===== config.mk =====
export PLATFORM = sky130hd
export DESIGN_NAME = adc_port
export DESIGN_NICKNAME = d
export VERILOG_FILES = /design/src/adc_port_pkg.sv /design/src/cal_if.sv /design/src/pulse_div.sv /design/src/cal_seq.sv /design/src/adc_port.sv
export VERILOG_INCLUDE_DIRS = /design/src /design/src/src
export SDC_FILE = /design/constraint.sdc
export NUM_CORES = 1
export LEC_CHECK = 0
export ABC_AREA = 0
export BUFFER_PORTS_ARGS = -buffer_cell sky130_fd_sc_hd__buf_2
export CAP_MARGIN = 20
export CORE_MARGIN = 3
export CORE_UTILIZATION = 53
export CTS_BUF_LIST = sky130_fd_sc_hd__clkbuf_16
export CTS_CLUSTER_SIZE = 10
export DETAILED_ROUTE_END_ITERATION = 8
export HOLD_SLACK_MARGIN = 0.12
export MAX_ROUTING_LAYER = met4
export PLACE_DENSITY = 0.77
export SLEW_MARGIN = 0
export SYNTH_ARGS = -nofsm -noshare
export SYNTH_HDL_FRONTEND = slang
export SYNTH_SLANG_ARGS = --single-unit

===== constraint.sdc =====
create_clock -name I_CLK -period 2.1 [get_ports I_CLK]
set_input_delay 0.21 -clock I_CLK [delete_from_list [all_inputs] [get_ports I_CLK]]
set_output_delay 0.21 -clock I_CLK [all_outputs]
set_load 0.02 [all_outputs]

===== src/adc_port_regs.svh =====
// Offsets, field positions, reset values and timing counts of the port.
// Assumes inclusion by bare name from the sequencer, port and bench files.
`ifndef ADC_PORT_REGS_SVH
`define ADC_PORT_REGS_SVH

// ****************************************************************
// Bus register byte offsets
// ****************************************************************
`define OFS_CONTROL 8'h00
`define OFS_ZERO_CAL 8'h04
`define OFS_FULL_CAL 8'h08
`define OFS_RESULT 8'h0C
`define OFS_STATUS 8'h10

// ****************************************************************
// Control word fields and reset value
// ****************************************************************
`define CTRL_MODE_HI 23
`define CTRL_MODE_LO 21
`define CTRL_WORD24 20
`define CTRL_CAL_READ 19
`define CTRL_CAL_SEL 18
`define CTRL_RESET 24'h100000

// ****************************************************************
// Word lengths and calibration durations in output-rate periods
// ****************************************************************
`define LEN_SHORT 5'h10
`define LEN_LONG 5'h18
`define DUR_SELF 4'h9
`define DUR_SYS_STEP 4'h4
`define DUR_SYS_OFFSET 4'h9
`define DUR_BACKGROUND 4'h6
`define BG_RATE_DIV 3'h6

// ****************************************************************
// Timing
// ****************************************************************
`define CLK_NS 100
`define SCLK_HALF_NS 400
`define SCLK_HALF_CYC ((`SCLK_HALF_NS + `CLK_NS - 1) / `CLK_NS)
`define OUT_RATE_NS 100000
`define OUT_RATE_CYC (`OUT_RATE_NS / `CLK_NS)

`endif


===== src/adc_port_pkg.sv =====
// Types shared by the converter port and its calibration sequencer.
// Assumes nothing beyond a SystemVerilog compiler.
package adc_port_pkg;

   // ****************************************************************
   // Calibration mode codes held in the control word
   // ****************************************************************
   typedef enum logic [2:0] {
      CAL_NONE = 3'h0,
      CAL_SELF = 3'h1,
      CAL_SYS_ZERO = 3'h2,
      CAL_SYS_FULL = 3'h3,
      CAL_SYS_OFFSET = 3'h4,
      CAL_BACKGROUND = 3'h5
   } cal_mode_t;

   // ****************************************************************
   // Serial port states, one-hot
   // ****************************************************************
   typedef enum logic [2:0] {
      PORT_IDLE = 3'b001,
      PORT_READ = 3'b010,
      PORT_WRITE = 3'b100
   } port_state_t;

endpackage


===== src/cal_if.sv =====
// Link between the port core and the calibration sequencer.
// Assumes both ends run on the same clock.
`timescale 1ns/10ps
interface cal_if;
   logic tick; // Output-rate pulse
   logic start; // Mode field written
   adc_port_pkg::cal_mode_t mode; // Mode written
   logic busy; // Calibration running
   logic done; // Calibration finished, one pulse
   logic word_ok; // A conversion word may be placed now

   modport seq (input tick, input start, input mode,
                output busy, output done, output word_ok);
   modport core (output tick, output start, output mode,
                 input busy, input done, input word_ok);
endinterface


===== src/pulse_div.sv =====
// Free divider that gives a one-cycle enable every DIV cycles.
// Assumes a synchronous active-low reset and a same-domain clear.
`timescale 1ns/10ps
module pulse_div #(
   parameter int DIV = 4
) (
   // Clock and reset
   input wire logic i_clk,
   input wire logic i_rstn,
   // Control and enable
   input wire logic i_clr,
   output logic o_tick
);
   logic [15:0] cnt_q; // Cycles since last tick

   // ****************************************************************
   // Counter; clear restarts the phase so edges line up with a frame
   // ****************************************************************
   always_ff @(posedge i_clk) begin
      if (!i_rstn || i_clr) begin
         cnt_q <= 16'h0000;
         o_tick <= 1'b0;
      end else if (cnt_q == 16'(DIV - 1)) begin
         cnt_q <= 16'h0000;
         o_tick <= 1'b1;
      end else begin
         cnt_q <= cnt_q + 16'h0001;
         o_tick <= 1'b0;
      end
   end
endmodule


===== src/cal_seq.sv =====
// Calibration sequencer: counts output-rate periods per mode.
// Assumes start comes one cycle wide when the mode field is written.
`timescale 1ns/10ps
`include "adc_port_regs.svh"
module cal_seq (
   // Clock and reset
   input wire logic i_clk,
   input wire logic i_rstn,
   // Link to the core
   cal_if.seq cal
);
   logic [3:0] cnt_q; // Periods left in the running step
   logic busy_q; // Step running
   logic bg_q; // Background mode active
   logic done_q; // End-of-step pulse
   logic [2:0] bg_cnt_q; // Position in the reduced output rate

   // Periods from invocation to valid data for a mode
   function automatic logic [3:0] dur(input adc_port_pkg::cal_mode_t m);
      case (m)
         adc_port_pkg::CAL_SELF: dur = `DUR_SELF;
         adc_port_pkg::CAL_SYS_ZERO: dur = `DUR_SYS_STEP;
         adc_port_pkg::CAL_SYS_FULL: dur = `DUR_SYS_STEP;
         adc_port_pkg::CAL_SYS_OFFSET: dur = `DUR_SYS_OFFSET;
         adc_port_pkg::CAL_BACKGROUND: dur = `DUR_BACKGROUND;
         default: dur = 4'h0;
      endcase
   endfunction

   // ****************************************************************
   // Step counter; a new write restarts or cancels, except background over background
   // ****************************************************************
   always_ff @(posedge i_clk) begin
      if (!i_rstn) begin
         cnt_q <= 4'h0;
         busy_q <= 1'b0;
         bg_q <= 1'b0;
         done_q <= 1'b0;
      end else if (cal.start) begin
         cnt_q <= dur(cal.mode);
         busy_q <= (dur(cal.mode) != 4'h0);
         // Stays in background until the mode is rewritten
         bg_q <= (cal.mode == adc_port_pkg::CAL_BACKGROUND);
         done_q <= 1'b0;
      end else if (cal.tick && busy_q) begin
         cnt_q <= cnt_q - 4'h1;
         busy_q <= (cnt_q != 4'h1);
         done_q <= (cnt_q == 4'h1);
      end else begin
         done_q <= 1'b0;
      end
   end

   // ****************************************************************
   // Background interleave: one word in every six periods
   // ****************************************************************
   always_ff @(posedge i_clk) begin
      if (!i_rstn || cal.start) begin
         bg_cnt_q <= 3'h0;
      end else if (done_q) begin
         bg_cnt_q <= 3'h1; // First word given by the step itself
      end else if (cal.tick && bg_q && !busy_q) begin
         bg_cnt_q <= (bg_cnt_q == `BG_RATE_DIV - 3'h1) ? 3'h0
                     : bg_cnt_q + 3'h1;
      end
   end

   assign cal.busy = busy_q;
   assign cal.done = done_q;
   assign cal.word_ok = cal.tick && !busy_q && (!bg_q || bg_cnt_q == 3'h0);
endmodule


===== src/adc_port.sv =====
// Calibration control and self-clocking serial port of the converter.
// Assumes I_CONV_WORD comes from core logic on I_CLK; all serial pins
// are asynchronous and pass two flip-flops first.
//
// Contract
// - Reset loads control word with default
// - Mode codes select the calibration kind
// - Self and offset cal: nine periods
// - System cal: two steps, four periods
// - Background cal: six periods to data
// - Mode pin high: device drives serial clock
// - Select high: output/cal; low: control
// - Ready falls on each new word
// - Ready rises after bit 16 or 24
// - Unread words keep updating, ready stays low
// - Word arriving mid-read is dropped silently
// - Control or cal reads leave ready alone
// - Frame sync with ready high: no transfer; control and cal reads run anyway
// - Frame sync fall starts clock, MSB out
// - Bits change on falling clock edges
// - Edge after LSB ends ready and drivers
// - Background stays until mode rewritten
//
// The address map and the APB interface to the registers were chosen for this implementation.
`timescale 1ns/10ps
`include "adc_port_regs.svh"
module adc_port #(
   parameter int SCLK_HALF = `SCLK_HALF_CYC,
   parameter int OUT_RATE = `OUT_RATE_CYC
) (
   // Clock and reset
   input wire logic I_CLK,
   input wire logic I_RSTN,
   // APB slave
   input wire logic I_PSEL,
   input wire logic I_PENABLE,
   input wire logic I_PWRITE,
   input wire logic [7:0] I_PADDR,
   input wire logic [31:0] I_PWDATA,
   output logic [31:0] O_PRDATA,
   output logic O_PREADY,
   output logic O_PSLVERR,
   // Conversion word from the filter
   input wire logic [23:0] I_CONV_WORD,
   // Serial pins
   input wire logic I_MODE,
   input wire logic I_READ_FRAME_SYNC_N,
   input wire logic I_WRITE_FRAME_STROBE_N,
   input wire logic I_REGISTER_SELECT,
   input wire logic I_SDATA,
   output logic O_SDATA,
   output logic O_SDATA_OE,
   output logic O_SCLK,
   output logic O_SCLK_OE,
   output logic O_RESULT_READY_N
);
   // ****************************************************************
   // Declarations
   // ****************************************************************
   cal_if cal (); // Sequencer link
   logic [4:0] s1_q; // First synchroniser stage
   logic [4:0] s2_q; // Second synchroniser stage
   logic rfs_d1_q; // Delayed sync for edge finding
   logic tfs_d1_q; // Delayed sync for edge finding
   logic rfs_fall; // Read frame sync falling
   logic tfs_fall; // Write frame strobe falling
   logic self_clk; // Mode pin high
   logic half_tick; // Serial half-period enable
   logic rate_tick; // Output-rate enable
   adc_port_pkg::port_state_t st_q; // Serial port state
   logic [23:0] ctrl_q; // Control word
   logic [23:0] zcal_q; // Zero-scale calibration word
   logic [23:0] fcal_q; // Full-scale calibration word
   logic [23:0] out_q; // Output data word
   logic [23:0] sh_q; // Serial shift register
   logic [4:0] len_q; // Bits in this transfer
   logic [4:0] bit_q; // Rising edges so far
   logic out_rd_q; // Transfer is an output-word read
   logic wsel_q; // Select level caught for a write
   logic ser_commit; // Serial write ends now
   logic ser_end; // Any transfer ends now
   logic apb_wr; // APB write takes effect
   logic ctrl_wr; // Control word written this cycle
   logic [23:0] ctrl_new; // Value written to the control word
   adc_port_pkg::cal_mode_t new_mode; // Mode field of the new value

   // ****************************************************************
   // Pin synchronisers
   // ****************************************************************
   // Only the second stage is read by any logic
   always_ff @(posedge I_CLK) begin
      if (!I_RSTN) begin
         s1_q <= 5'h1F;
         s2_q <= 5'h1F;
         rfs_d1_q <= 1'b1;
         tfs_d1_q <= 1'b1;
      end else begin
         s1_q <= {I_MODE, I_READ_FRAME_SYNC_N, I_WRITE_FRAME_STROBE_N,
                  I_REGISTER_SELECT, I_SDATA};
         s2_q <= s1_q;
         rfs_d1_q <= s2_q[3];
         tfs_d1_q <= s2_q[2];
      end
   end

   assign self_clk = s2_q[4];
   assign rfs_fall = rfs_d1_q && !s2_q[3];
   assign tfs_fall = tfs_d1_q && !s2_q[2];

   // ****************************************************************
   // Dividers and sequencer
   // ****************************************************************
   // Serial divider restarts at each frame so the first edge is clean
   pulse_div #(.DIV(SCLK_HALF)) u_sclk_div (
      .i_clk(I_CLK),
      .i_rstn(I_RSTN),
      .i_clr(st_q == adc_port_pkg::PORT_IDLE),
      .o_tick(half_tick)
   );

   pulse_div #(.DIV(OUT_RATE)) u_rate_div (
      .i_clk(I_CLK),
      .i_rstn(I_RSTN),
      .i_clr(1'b0),
      .o_tick(rate_tick)
   );

   cal_seq u_cal_seq (
      .i_clk(I_CLK),
      .i_rstn(I_RSTN),
      .cal(cal)
   );

   // ****************************************************************
   // Control word write sources
   // ****************************************************************
   assign apb_wr = I_PSEL && I_PENABLE && O_PREADY && I_PWRITE;
   assign ser_end = (st_q != adc_port_pkg::PORT_IDLE) && half_tick
                    && O_SCLK && (bit_q == len_q);
   assign ser_commit = ser_end && (st_q == adc_port_pkg::PORT_WRITE);

   // Serial write wins over a bus write in the same cycle
   always_comb begin
      ctrl_wr = 1'b0;
      ctrl_new = ctrl_q;
      if (ser_commit && !wsel_q) begin
         ctrl_wr = 1'b1;
         ctrl_new = sh_q;
      end else if (apb_wr && I_PADDR == `OFS_CONTROL) begin
         ctrl_wr = 1'b1;
         ctrl_new = I_PWDATA[23:0];
      end
   end

   assign new_mode = adc_port_pkg::cal_mode_t'(
                     ctrl_new[`CTRL_MODE_HI:`CTRL_MODE_LO]);
   assign cal.tick = rate_tick;
   assign cal.mode = new_mode;
   // Rewriting background with background must not restart it
   assign cal.start = ctrl_wr && !(new_mode == adc_port_pkg::CAL_BACKGROUND
      && ctrl_q[`CTRL_MODE_HI:`CTRL_MODE_LO] == 3'h5);

   // ****************************************************************
   // Control word
   // ****************************************************************
   always_ff @(posedge I_CLK) begin
      if (!I_RSTN) begin
         ctrl_q <= `CTRL_RESET;
      end else if (ctrl_wr) begin
         ctrl_q <= ctrl_new;
      end else if (cal.done && ctrl_q[`CTRL_MODE_HI:`CTRL_MODE_LO]
                   != 3'h5) begin
         // One-step modes fall back to plain conversion when done
         ctrl_q[`CTRL_MODE_HI:`CTRL_MODE_LO] <= 3'h0;
      end
   end

   // ****************************************************************
   // Calibration words, from bus or serial write
   // ****************************************************************
   always_ff @(posedge I_CLK) begin
      if (!I_RSTN) begin
         zcal_q <= 24'h000000;
         fcal_q <= 24'h000000;
      end else if (ser_commit && wsel_q) begin
         if (ctrl_q[`CTRL_CAL_SEL]) begin
            fcal_q <= sh_q;
         end else begin
            zcal_q <= sh_q;
         end
      end else if (apb_wr && I_PADDR == `OFS_ZERO_CAL) begin
         zcal_q <= I_PWDATA[23:0];
      end else if (apb_wr && I_PADDR == `OFS_FULL_CAL) begin
         fcal_q <= I_PWDATA[23:0];
      end
   end

   // ****************************************************************
   // Output word and ready strobe
   // ****************************************************************
   // Ready is touched only by new words, output reads and cal start
   always_ff @(posedge I_CLK) begin
      if (!I_RSTN) begin
         out_q <= 24'h000000;
         O_RESULT_READY_N <= 1'b1;
      end else if (cal.start) begin
         // Mark calibration in progress; host looks away a while
         O_RESULT_READY_N <= 1'b1;
      end else if (ser_end && out_rd_q) begin
         // Last bit gone; a word landing now is lost by design
         O_RESULT_READY_N <= 1'b1;
      end else if ((cal.done || cal.word_ok) && !out_rd_q) begin
         // Keeps updating even if unread; newest word wins
         out_q <= I_CONV_WORD;
         O_RESULT_READY_N <= 1'b0;
      end
   end

   // ****************************************************************
   // Serial port state machine
   // ****************************************************************
   always_ff @(posedge I_CLK) begin
      if (!I_RSTN) begin
         st_q <= adc_port_pkg::PORT_IDLE;
         sh_q <= 24'h000000;
         len_q <= `LEN_LONG;
         bit_q <= 5'h00;
         out_rd_q <= 1'b0;
         wsel_q <= 1'b0;
         O_SCLK <= 1'b1;
         O_SCLK_OE <= 1'b0;
         O_SDATA_OE <= 1'b0;
      end else begin
         case (st_q)
            adc_port_pkg::PORT_IDLE: begin
               bit_q <= 5'h00;
               O_SCLK <= 1'b1;
               if (self_clk && rfs_fall) begin
                  if (!s2_q[1]) begin
                     // Select low: control word, full length
                     sh_q <= ctrl_q;
                     len_q <= `LEN_LONG;
                     out_rd_q <= 1'b0;
                     st_q <= adc_port_pkg::PORT_READ;
                     O_SCLK_OE <= 1'b1;
                     O_SDATA_OE <= 1'b1;
                  end else if (ctrl_q[`CTRL_CAL_READ]) begin
                     sh_q <= ctrl_q[`CTRL_CAL_SEL] ? fcal_q : zcal_q;
                     len_q <= `LEN_LONG;
                     out_rd_q <= 1'b0;
                     st_q <= adc_port_pkg::PORT_READ;
                     O_SCLK_OE <= 1'b1;
                     O_SDATA_OE <= 1'b1;
                  end else if (!O_RESULT_READY_N) begin
                     // Output word, MSB on the line at once
                     sh_q <= out_q;
                     len_q <= ctrl_q[`CTRL_WORD24] ? `LEN_LONG
                              : `LEN_SHORT;
                     out_rd_q <= 1'b1;
                     st_q <= adc_port_pkg::PORT_READ;
                     O_SCLK_OE <= 1'b1;
                     O_SDATA_OE <= 1'b1;
                  end
                  // Ready high and output selected: nothing moves
               end else if (self_clk && tfs_fall) begin
                  wsel_q <= s2_q[1];
                  len_q <= `LEN_LONG;
                  out_rd_q <= 1'b0;
                  st_q <= adc_port_pkg::PORT_WRITE;
                  O_SCLK_OE <= 1'b1;
               end
            end
            default: begin
               if (half_tick && O_SCLK) begin
                  if (bit_q == len_q) begin
                     // Edge after the last bit shuts the drivers
                     st_q <= adc_port_pkg::PORT_IDLE;
                     O_SCLK_OE <= 1'b0;
                     O_SDATA_OE <= 1'b0;
                     out_rd_q <= 1'b0;
                  end else begin
                     O_SCLK <= 1'b0;
                     // First fall keeps the MSB that the frame put out
                     if (bit_q != 5'h00 &&
                         st_q == adc_port_pkg::PORT_READ) begin
                        sh_q <= {sh_q[22:0], 1'b0};
                     end
                  end
               end else if (half_tick) begin
                  O_SCLK <= 1'b1;
                  bit_q <= bit_q + 5'h01;
                  // Host data are sampled on our rising edge
                  if (st_q == adc_port_pkg::PORT_WRITE) begin
                     sh_q <= {sh_q[22:0], s2_q[0]};
                  end
               end
            end
         endcase
      end
   end

   assign O_SDATA = sh_q[23];

   // ****************************************************************
   // APB slave: one wait-free access phase, registered answer
   // ****************************************************************
   // Setup cycle prepares data so every answer comes from a flop
   always_ff @(posedge I_CLK) begin
      if (!I_RSTN) begin
         O_PREADY <= 1'b0;
         O_PSLVERR <= 1'b0;
         O_PRDATA <= 32'h00000000;
      end else begin
         O_PREADY <= I_PSEL && !I_PENABLE;
         O_PSLVERR <= 1'b0;
         if (I_PSEL && !I_PENABLE) begin
            if (I_PADDR == `OFS_CONTROL) begin
               O_PRDATA <= {8'h00, ctrl_q};
            end else if (I_PADDR == `OFS_ZERO_CAL) begin
               O_PRDATA <= {8'h00, zcal_q};
            end else if (I_PADDR == `OFS_FULL_CAL) begin
               O_PRDATA <= {8'h00, fcal_q};
            end else if (I_PADDR == `OFS_RESULT) begin
               O_PRDATA <= {8'h00, out_q};
            end else if (I_PADDR == `OFS_STATUS) begin
               O_PRDATA <= {27'h0000000, st_q, cal.busy,
                            O_RESULT_READY_N};
            end else begin
               // Unmapped: zero data and an error
               O_PRDATA <= 32'h00000000;
               O_PSLVERR <= 1'b1;
            end
         end
      end
   end
endmodule


[Word-level counts from Yosys, hierarchy flattened]
Cells that the tools add are included.
Word-level totals
  bits of input ports: 74
  register bits after elaboration: 229
Cells by class
  mux-type cells: 74
  bitwise gates (word level): 7
  reduce and logical (&&, ||, !) cells: 78
  add/subtract/negate cells: 5
  eq/ne operators: 32
Operator list (count)
  24-bit two-way mux: 24
  3-bit two-way mux: 11
  16-bit by 1-bit adder with 16-bit output, second input constant: 2
  5-bit two-way mux: 6
  1-bit logical AND: 29
  1-bit two-way mux: 27
  4-bit two-way mux: 5
  2-bit nonzero test: 10
  16-bit by 10-bit == test with 1-bit output, second input constant: 1
  16-bit by 2-bit == test with 1-bit output, second input constant: 1
  8-bit by 4-bit == test with 1-bit output, second input constant: 2
  3-bit == test, second input constant: 5
  4-bit one-hot mux with 3 select lines: 1
  3-bit AND reduction: 4
  2-bit OR reduction: 6
  2-bit != test, second input constant: 5
  3-bit by 2-bit == test with 1-bit output, second input constant: 3
  1-bit zero test: 9
  8-bit by 3-bit == test with 1-bit output, second input constant: 1
  8-bit by 5-bit == test with 1-bit output, second input constant: 1
  8-bit zero test: 1
  4-bit != test, second input constant: 2
  2-bit AND reduction: 4
  4-bit AND reduction: 2
  other kinds (20): 34

[Depth between registers and ports, before layout]
Gate-level depths: netlist of the first run.
  word-level depth: 15
  depth in mapped cells: 10
  gate-level depth less buffers: 8

[Modules after synthesis]
A second synthesis of the first run with hierarchy kept.
Second synthesis, totals
  cell total of the unflattened synthesis: 1224
  area total of the unflattened synthesis: 10894.2 µm²
Modules (own cells, without submodules)
  adc_port: area each 8813.5 µm², times used 1, cells each 994, seq. area each 3463.3 µm²
  pulse_div (u_rate_div): area each 770.7 µm², times used 1, cells each 84, seq. area each 340.3 µm²
  pulse_div (u_sclk_div): area each 750.7 µm², times used 1, cells each 84, seq. area each 340.3 µm²
  cal_seq: area each 559.3 µm², times used 1, cells each 62, seq. area each 200.2 µm²

[Least setup slack after synthesis of the first run]
Ideal clock, no wire load.
  kind: register to register
  start point: reg O_PREADY
  end point: reg out_q[10]
  slack: -0.164 ns
  arrival: 2.193 ns
  path buffers: 2
  cell stages (with the launch flop): 9
  setup time: 0.072 ns
  period minus slack after synthesis: 2.264 ns
  path through: dfxtp_1 -> and4_1 -> clkbuf_1 -> nand3_1 -> a211oi_2 -> o211ai_4 -> a21oi_4 -> buf_12 -> mux2i_1
Between the ends
  longest elaborated chain between the ends: 11
RTL lines
  from (decl): line adc_port.sv:41  | output logic O_PREADY,
  from (signal assigned): line adc_port.sv:314  | O_PREADY <= I_PSEL && !I_PENABLE;
  1-bit logical AND * (2 in series): line adc_port.sv:137  | assign apb_wr = I_PSEL && I_PENABLE && O_PREADY && I_PWRITE;
  1-bit logical AND (no line) *
  24-bit two-way mux: line adc_port.sv:149  | end else if (apb_wr && I_PADDR == `OFS_CONTROL) begin
  24-bit two-way mux: line adc_port.sv:146  | if (ser_commit && !wsel_q) begin
  3-bit == test: line adc_port.sv:160  | assign cal.start = ctrl_wr && !(new_mode == adc_port_pkg::CAL_BACKGROUND
  1-bit logical AND: line adc_port.sv:160
  1-bit zero test: line adc_port.sv:160
  1-bit logical AND *: line adc_port.sv:160
  1-bit NOT (no line) *
  3-bit AND reduction (no line) *
  to (signal assigned): line adc_port.sv:204  | out_q <= 24'h000000;
  to (signal assigned): line adc_port.sv:214  | out_q <= I_CONV_WORD;
  to (decl): line adc_port.sv:74  | logic [23:0] out_q;
Mark *: on every way between the ends. The rest lies on a longest branch, timed or not. The select of a mux whose other input is x is not followed.
A chain may end at the register's enable or synchronous reset.

[Worst setup path after layout of the first run]
  start point: reg bit_q[1]
  end point: reg fcal_q[6]
Between the ends
  longest elaborated chain between the ends: 6
RTL lines
  from (decl): line adc_port.sv:77  | logic [4:0] bit_q;
  from (signal assigned): line adc_port.sv:291  | bit_q <= bit_q + 5'h01;
  5-bit == test *: line adc_port.sv:139  | && O_SCLK && (bit_q == len_q);
  1-bit logical AND *: line adc_port.sv:139
  1-bit logical AND *: line adc_port.sv:140  | assign ser_commit = ser_end && (st_q == adc_port_pkg::PORT_WRITE);
  1-bit logical AND *: line adc_port.sv:185  | end else if (ser_commit && wsel_q) begin
  2-bit != test (no line) or 2-bit nonzero test (tied branches)
  3-bit AND reduction (no line)
  to (signal assigned): line adc_port.sv:187  | fcal_q <= sh_q;
  to (signal assigned): line adc_port.sv:194  | fcal_q <= I_PWDATA[23:0];
  to (decl): line adc_port.sv:73  | logic [23:0] fcal_q;
Mark *: on every way between the ends. The rest lies on a longest branch, timed or not.

==> impl_results.md, run 1 <==
* MaxCap Viol Count at 0
* Clock transition at the registers of the reported paths at about 0.050 ns
* DRT Wirelength at 29100 um
* Vias in the first global route at approximately 9000
* Sw frac at about a quarter
* Outcome: complete, but fails checks
* Placed Area at roughly 11000 sq um
* Proportion of layout cells with a drive suffix above 1 at 19.5%
* Area growth from synthesis to layout at 26.6%
* Clk_skew at 0.0161 ns
* HPWL Detailed at 18200 um
* Total track usage at between 20% and 30%
* Synth async-reset ratio at 0%
* PD cells at 677 nW/um^2
* Hold_ws at 0.226 ns
* Psw at 2.09 mW
* Via-to-Cell Ratio at 5.85
* Root buffer selected by CTS: clkbuf_16
* Num ports at 113
* WS Path Type: flip-flop to flip-flop
* CP Max Fanout at 8
* Netlist cell types at 65
* Post-synthesis adder-cell area fraction at 0.727%
* Main synth FF type: dfxtp_1
* Netlist Area Pre-Place at 10300 sq um
* RePlAce Congestion at 0.900
* Width of the die at 146 um
* Pin count of the biggest net entering global routing at 48
* Crit path time final at around 2.1 ns
* Combinational Power Share at about 8.3%
* Seq. cell area at 4350 sq um
* Final Setup Violations at 15
* Compound-Gate Fraction of Synth Area at a little under a fifth
* Starting Density at 54.6%
* First-pass GRT wire length at 45100 um
* Mux contribution to synthesized area at a little under an eighth
* Diodes inserted at 0
* VDD IR max at 0.571 mV
* Area leader, netlist: dfxtp_1
* Number of synthesized flops with an enable pin at 0
* Total gr overflow at 0
* Main combinational cell family by area after synthesis: simple AND/OR/NAND/NOR gates
* Area share of the leading cell type in the synthesized netlist at 42.1%
* Routed len/inst at 17.9 um
* Failing checks: negative setup slack
* Final setup margin at -0.0478 ns
* Crit path DAT at approximately 2.5 ns
* Post-Synthesis Cells at 1187
* Setup_tns at -0.488 ns
* Hold Path Class: input pin to flip-flop
* Clock Sinks at 217
* Layout fillers at 1532
* CTS max path bufs at 3
* XOR/XNOR Fraction of Synth Area at 3.05%
* RSZ-0062 raised after global routing: true
* Worst path required time at 2.49 ns
* Clock power frac at 43.9%
* Initial antenna violation count at 0
* Num CTS Buffers at 26
* Count leader, synth: dfxtp_1
* Core Area at 18900 sq um
* Top post-synthesis cells by area: dfxtp_1 42%, mux2i_1 11%, nor2_1 7.5%
* Die H at between 100 and 150 um
* First DRT Iteration DRCs at 831
* Die ar. at 21200 sq um
* Yosys synthesis warning count at 0
* Quantity of I/O buffers inserted on ports at 96
* Top post-synthesis cells by count: 217 x dfxtp_1, 207 x nor2_1, 116 x mux2i_1
* Remaining DRCs at 0
* Simple-gate portion of the synthesized area at 19.6%
* H-Tree Depth at 1
* Final Hold Viols at 0
* Crit start category: flip-flop
* Routed Antenna Nets at 0
* Tightest Pin Transition at between 0.6 and 0.7 ns
* 1st-pass router iterations at 8
* Row Count at 50
* Mean area per synthesized cell at 8.70 sq um
* Final net count at ~1400
* Post-route cell area at 13100 sq um
* Max-slew violations at 0
* Via count at 9523
* Multi-input logic area at 5780 sq um
* Worst-skew pair later-pin latency at roughly 0.52 ns
* Static Leak at 5.19 nW
* Period utilization at 102%
* Pint at 6.76 mW
* Critical Path End Type: flip-flop
* Seq pwr share at 47.9%
* CTS tree: done
* Post-synthesis sequential area ratio at 42.1%
* Worst slew margin at between 50 and 60%
* #FFs+latches synth at 217
* Fmax at around 0.47 GHz
==> power groups by stage <==
| stage | Clock [mW] | Sequential (mW) | Combinational, mW |
|---|---|---|---|
| floorplan | 0 | 4.35 | 0.348 |
| detailed placement | 0 | 4.32 | 0.627 |
| finish | 3.88 | 4.23 | 0.732 |
| global route | 4.12 | 4.24 | 0.797 |
| global placement | 0 | 4.32 | 0.620 |
| CTS | 3.93 | 4.23 | 0.711 |
==> worst max-delay path, cell delays in order, from the launching register on <==
cell,delay [ns]
dfxtp_2,0.32
inv_2,0.06
ha_4,0.12
and4b_1,0.20
nand4_1,0.23
a21boi_4,0.23
a311oi_4,0.31
buf_6,0.19
buf_6,0.12
clkbuf_16,0.16
a211oi_1,0.06
==> registers in the layout, indices dropped and copies added (netlist names), 3 cells and up <==
| name | flops |
|---|---|
| O_PRDATA | 24 |
| ctrl_q | 24 |
| s1_q | 5 |
| bit_q | 5 |
| sh_q | 24 |
| st_q | 3 |
| u_rate_div.cnt_q | 16 |
| u_cal_seq.bg_cnt_q | 3 |
| u_sclk_div.cnt_q | 16 |
| u_cal_seq.cnt_q | 4 |
| zcal_q | 24 |
| s2_q | 5 |
| fcal_q | 24 |
| out_q | 24 |
==> kinds of logic (layout without fill, tap and decap cells) <==
kind of cell,count (synthesis),count (layout)
DFF,217,217
muxes,117,117
and+or+nand+nor,444,444
adders and majority gates,6,6
buffers and inverters,103,276
xor gates and xnor gates,36,36
other,1,8
AOI/OAI and AO/OA,263,263
==> layout make-up <==
type / count / area share [%]
inverters: 9 / 0.268
flip-flops and latches: 217 / 33.3
clock inverters: 6 / 0.220
clock buffers: 27 / 5.17
well taps: 260 / 2.49
multi-input cells: 874 / 44.2
repair buffers: 234 / 14.3
==> path summary, 6_finish.rpt <==
| path | from | depth (start not counted) | to | slack, ns |
|---|---|---|---|---|
| max reg2reg | bit_q[1] | 10 | fcal_q[6] | -0.05 |
| min reg2reg | s1_q[0] | 1 | s2_q[0] | 0.40 |
| max | bit_q[1] | 10 | fcal_q[6] | -0.05 |
| min | I_PWDATA[23] | 3 | zcal_q[23] | 0.23 |
==> per-layer routing <==
metal  global-route usage, %  routed length (um)  up-vias
met5                       -                   0        -
met4                    6.98                 949        0
met3                    4.30                1980       76
met2                    43.4               13700      328
met1                    33.3               12500     4510
li1                        -                   -     4609
==> through the flow <==
step           power (mW)  setup slack (ns)  utilization [%]  cells
6_report             8.85           -0.0478             69.2   1627
5_1_grt              9.16            -0.122             69.2   1627
4_1_cts              8.88           -0.0213             67.5   1616
3_5_place_dp         4.95           -0.0625             60.6   1525
3_3_place_gp         4.94           -0.0482             60.6   1525
2_1_floorplan        4.70           -0.0507                -   1194
==> repair_timing <==
action | in CTS | in global routing
hold buffers | 57 | 0
setup buffers | 1 | 7
resized for setup | 4 | 46
pin swaps | 1 | 23
gates cloned | 0 | 4
setup endpoints to repair | 35 | 105
hold endpoints to repair | 65 | 0
==> cell usage in the layout, fill, tap and decap left out, types with 9 or more instances in the layout <==
| cell | instances |
|---|---|
| buf_12 | 11 |
| buf_6 | 9 |
| dfxtp_1 | 212 |
| mux2i_1 | 116 |
| nand3_1 | 20 |
| inv_1 | 10 |
| xor2_1 | 25 |
| a221o_1 | 19 |
| nand2_1 | 112 |
| a211oi_1 | 62 |
| a211oi_2 | 22 |
| clkbuf_16 | 29 |
| dlygate4sd3_1 | 57 |
| nor3_1 | 16 |
| buf_2 | 95 |
| nand4_1 | 12 |
| a21oi_1 | 55 |
| nor2_1 | 202 |
| xnor2_1 | 11 |
| a221oi_1 | 21 |
| buf_4 | 59 |
| a211o_1 | 23 |
| nand2b_1 | 16 |
| o21ai_0 | 26 |
Power figures use the tool's default switching activity.
==> run 2, diff against run 1 <==
CORE_UTILIZATION = 60   (was 53)
PLACE_DENSITY = 0.82   (was 0.77)
clock period = 2.7 ns   (was 2.1 ns; I/O delays follow)
==> impl_results.md, run 2 (same netlist as run 1, synthesis figures left out) <==
* Outcome: finished clean
* Area growth from synthesis to layout at 17.2%
* Num CTS Buffers at 25 (-3.8%)
* Power, Total at 6.63 mW (-25%)
* Total gr overflow at 0 (unchanged)
* Critical Path End Type: flip-flop
* Diodes inserted at 0 (unchanged)
* Post-route insts no fill at 1518 (-6.7%)
* Die H at 137 um (-5.8%)
* DRT Wirelength at 26700 um (-8.2%)
* Worst Setup EP: sh_q[11]
* Worst path required time at 3.13 ns (+0.64 ns)
* Num ports at 113 (unchanged)
* Die ar. at 18800 sq um (-11%)
* MaxCap Viol Count at 0 (unchanged)
* Crit path DAT at 2.92 ns (+0.38 ns)
* Initial antenna violation count at 0 (unchanged)
* Root buffer selected by CTS: clkbuf_16
* PD cells at 548 nW/um^2 (-19%)
* Commonest non-fill, non-tap cell in the layout: dfxtp_1
* Setup crit start: bit_q[0]
* 1st-pass router iterations at 5 (-3)
* CTS tree: done
* Remaining DRCs at 0 (unchanged)
* R2R depth at 9 (-1)
* Starting Density at 61.8% (+7.2 points)
* R2R Path Start: bit_q[0]
* Worst-skew pair later-pin latency at 0.51 ns (about the same)
* RSZ-0062 raised after global routing: false
* Proportion of layout cells with a drive suffix above 1 at 13.6% (-5.9 points)
* Tightest Pin Transition at 0.667 ns (+0.0493 ns)
* Pint at 5.08 mW (-25%)
* H-Tree Depth at 1 (unchanged)
* Core Area at 16700 sq um (-12%)
* Clock transition at the registers of the reported paths at 0.05 ns (about the same)
* First-pass GRT wire length at 42700 um (-5.4%)
* Placed Area at 11100 sq um (-3.5%)
* R2r endpoint: sh_q[11]
* Seq pwr share at 49.7% (+1.8 points)
* Routed len/inst at 17.6 um (-1.6%)
* Via-to-Cell Ratio at 6.01 (+2.7%)
* Sw frac at 23.3% (-0.36 points)
* WS Path Type: flip-flop to flip-flop
* Pin count of the biggest net entering global routing at 74 (+54%)
* Post-cts sizing count at 0 (-4)
* CP Max Fanout at 27 (+19)
* Vias in the first global route at 8614 (-4.7%)
* Crit start category: flip-flop
* Hold_ws at 0.132 ns (-0.0945 ns)
* Clock Sinks at 217 (unchanged)
* Quantity of I/O buffers inserted on ports at 96 (unchanged)
* Final Hold Viols at 0 (unchanged)
* Fmax at 0.402 GHz (-14%)
* Clk_skew at 0.0135 ns (-0.00259 ns)
* First DRT Iteration DRCs at 825 (-0.72%)
* Clock power frac at 42.5% (-1.4 points)
* Placed insts at 1451 (-4.9%)
* Width of the die at 137 um (-5.8%)
* Final net count at 1377 (-4.5%)
* R2R setup slack at 0.21 ns (+0.26 ns)
* Via count at 9127 (-4.2%)
* HPWL Detailed at 17000 um (-6.7%)
* Psw at 1.54 mW (-26%)
* Setup_tns at 0 ns (+0.488 ns)
* Post-route cell area at 12100 sq um (-7.5%)
* Final Setup Violations at 0 (-15)
* RePlAce Congestion at 0.977 (+8.6%)
* VDD IR max at 0.561 mV (-1.7%)
* Max-slew violations at 0 (unchanged)
* Hold Path Class: input pin to flip-flop
* Total track usage at 28.6% (+2.5 points)
* Static Leak at 4.75 nW (-8.4%)
* Worst slew margin at 55.5% (-3.2 points)
* Combinational Power Share at 7.7% (-0.6 points)
* Routed Antenna Nets at 0 (unchanged)
* Post-CTS Hold Buffers at 38 (-33%)
* Row Count at 47 (-6.0%)
* CTS max path bufs at 3 (unchanged)
* Crit path time final at 2.49 ns (+0.341 ns)
* Setup repair bufs after CTS at 0 (-1)
* Period utilization at 92.2% (-10 points)
* Most frequent cells in the layout: 216 x dfxtp_1, 205 x nor2_1, 116 x mux2i_1, 113 x nand2_1, 95 x buf_2
==> run 2: cell types whose count changed in the layout (fill, tap and decap cells not counted), sizes merged <==
cell / change
clkinv: -2
dlygate4sd3: -19
clkbuf: -4
buf: -43
inv: -1
==> run 2: worst max-delay path, cell delays in order (launching register included) <==
cell and delay [ns]:
dfxtp_1 0.39, inv_1 0.06, ha_1 0.22, nor4b_1 0.16, o32a_1 0.34, nor3b_1 0.36
o22ai_4 0.27, buf_16 0.24, a211o_1 0.23, a21oi_1 0.15
==> run 2: metal layers <==
metal / global-route usage (%) / routed length [um]
met1: 37.8 / 11600
met2: 45.7 / 12300
met3: 4.53 / 2130
met4: 8.70 / 675
met5: - / 0
==> run 2: area by class of cell <==
cell class              count  area (sq um)
clock buffers              25           626
clock inverters             3          11.3
inverters                   9          35.0
well taps                 220           275
multi-input cells         874          5590
fillers                  1306          4600
repair buffers            170          1220
flip-flops and latches    217          4350
==> run 2: how the worst min path moves through the flow <==
stage,cells after the start,endpoint,start,slack [ns]
detailed placement,1,s2_q[0],s1_q[0],0.39
finish,3,ctrl_q[16],I_PWDATA[16],0.13
CTS,3,ctrl_q[16],I_PWDATA[16],0.12
global placement,1,s2_q[2],s1_q[2],0.39
floorplan,1,s1_q[0],I_SDATA,0.37
global route,3,ctrl_q[11],I_PWDATA[11],0.15
==> run 2: power groups by stage <==
stage	combinational (mW)	sequential, mW	clock, mW
2_1_floorplan	0.270	3.38	0
3_3_place_gp	0.444	3.36	0
3_5_place_dp	0.452	3.36	0
4_1_cts	0.494	3.30	2.87
5_1_grt	0.560	3.30	2.96
6_report	0.511	3.30	2.82
==> run 2: per-stage QoR <==
stage               utilization (%)  setup slack [ns]
finish                         72.4             0.212
global route                   72.4            0.0542
CTS                            72.3             0.100
detailed placement             66.2             0.117
global placement               66.2             0.199
floorplan                         -             0.436
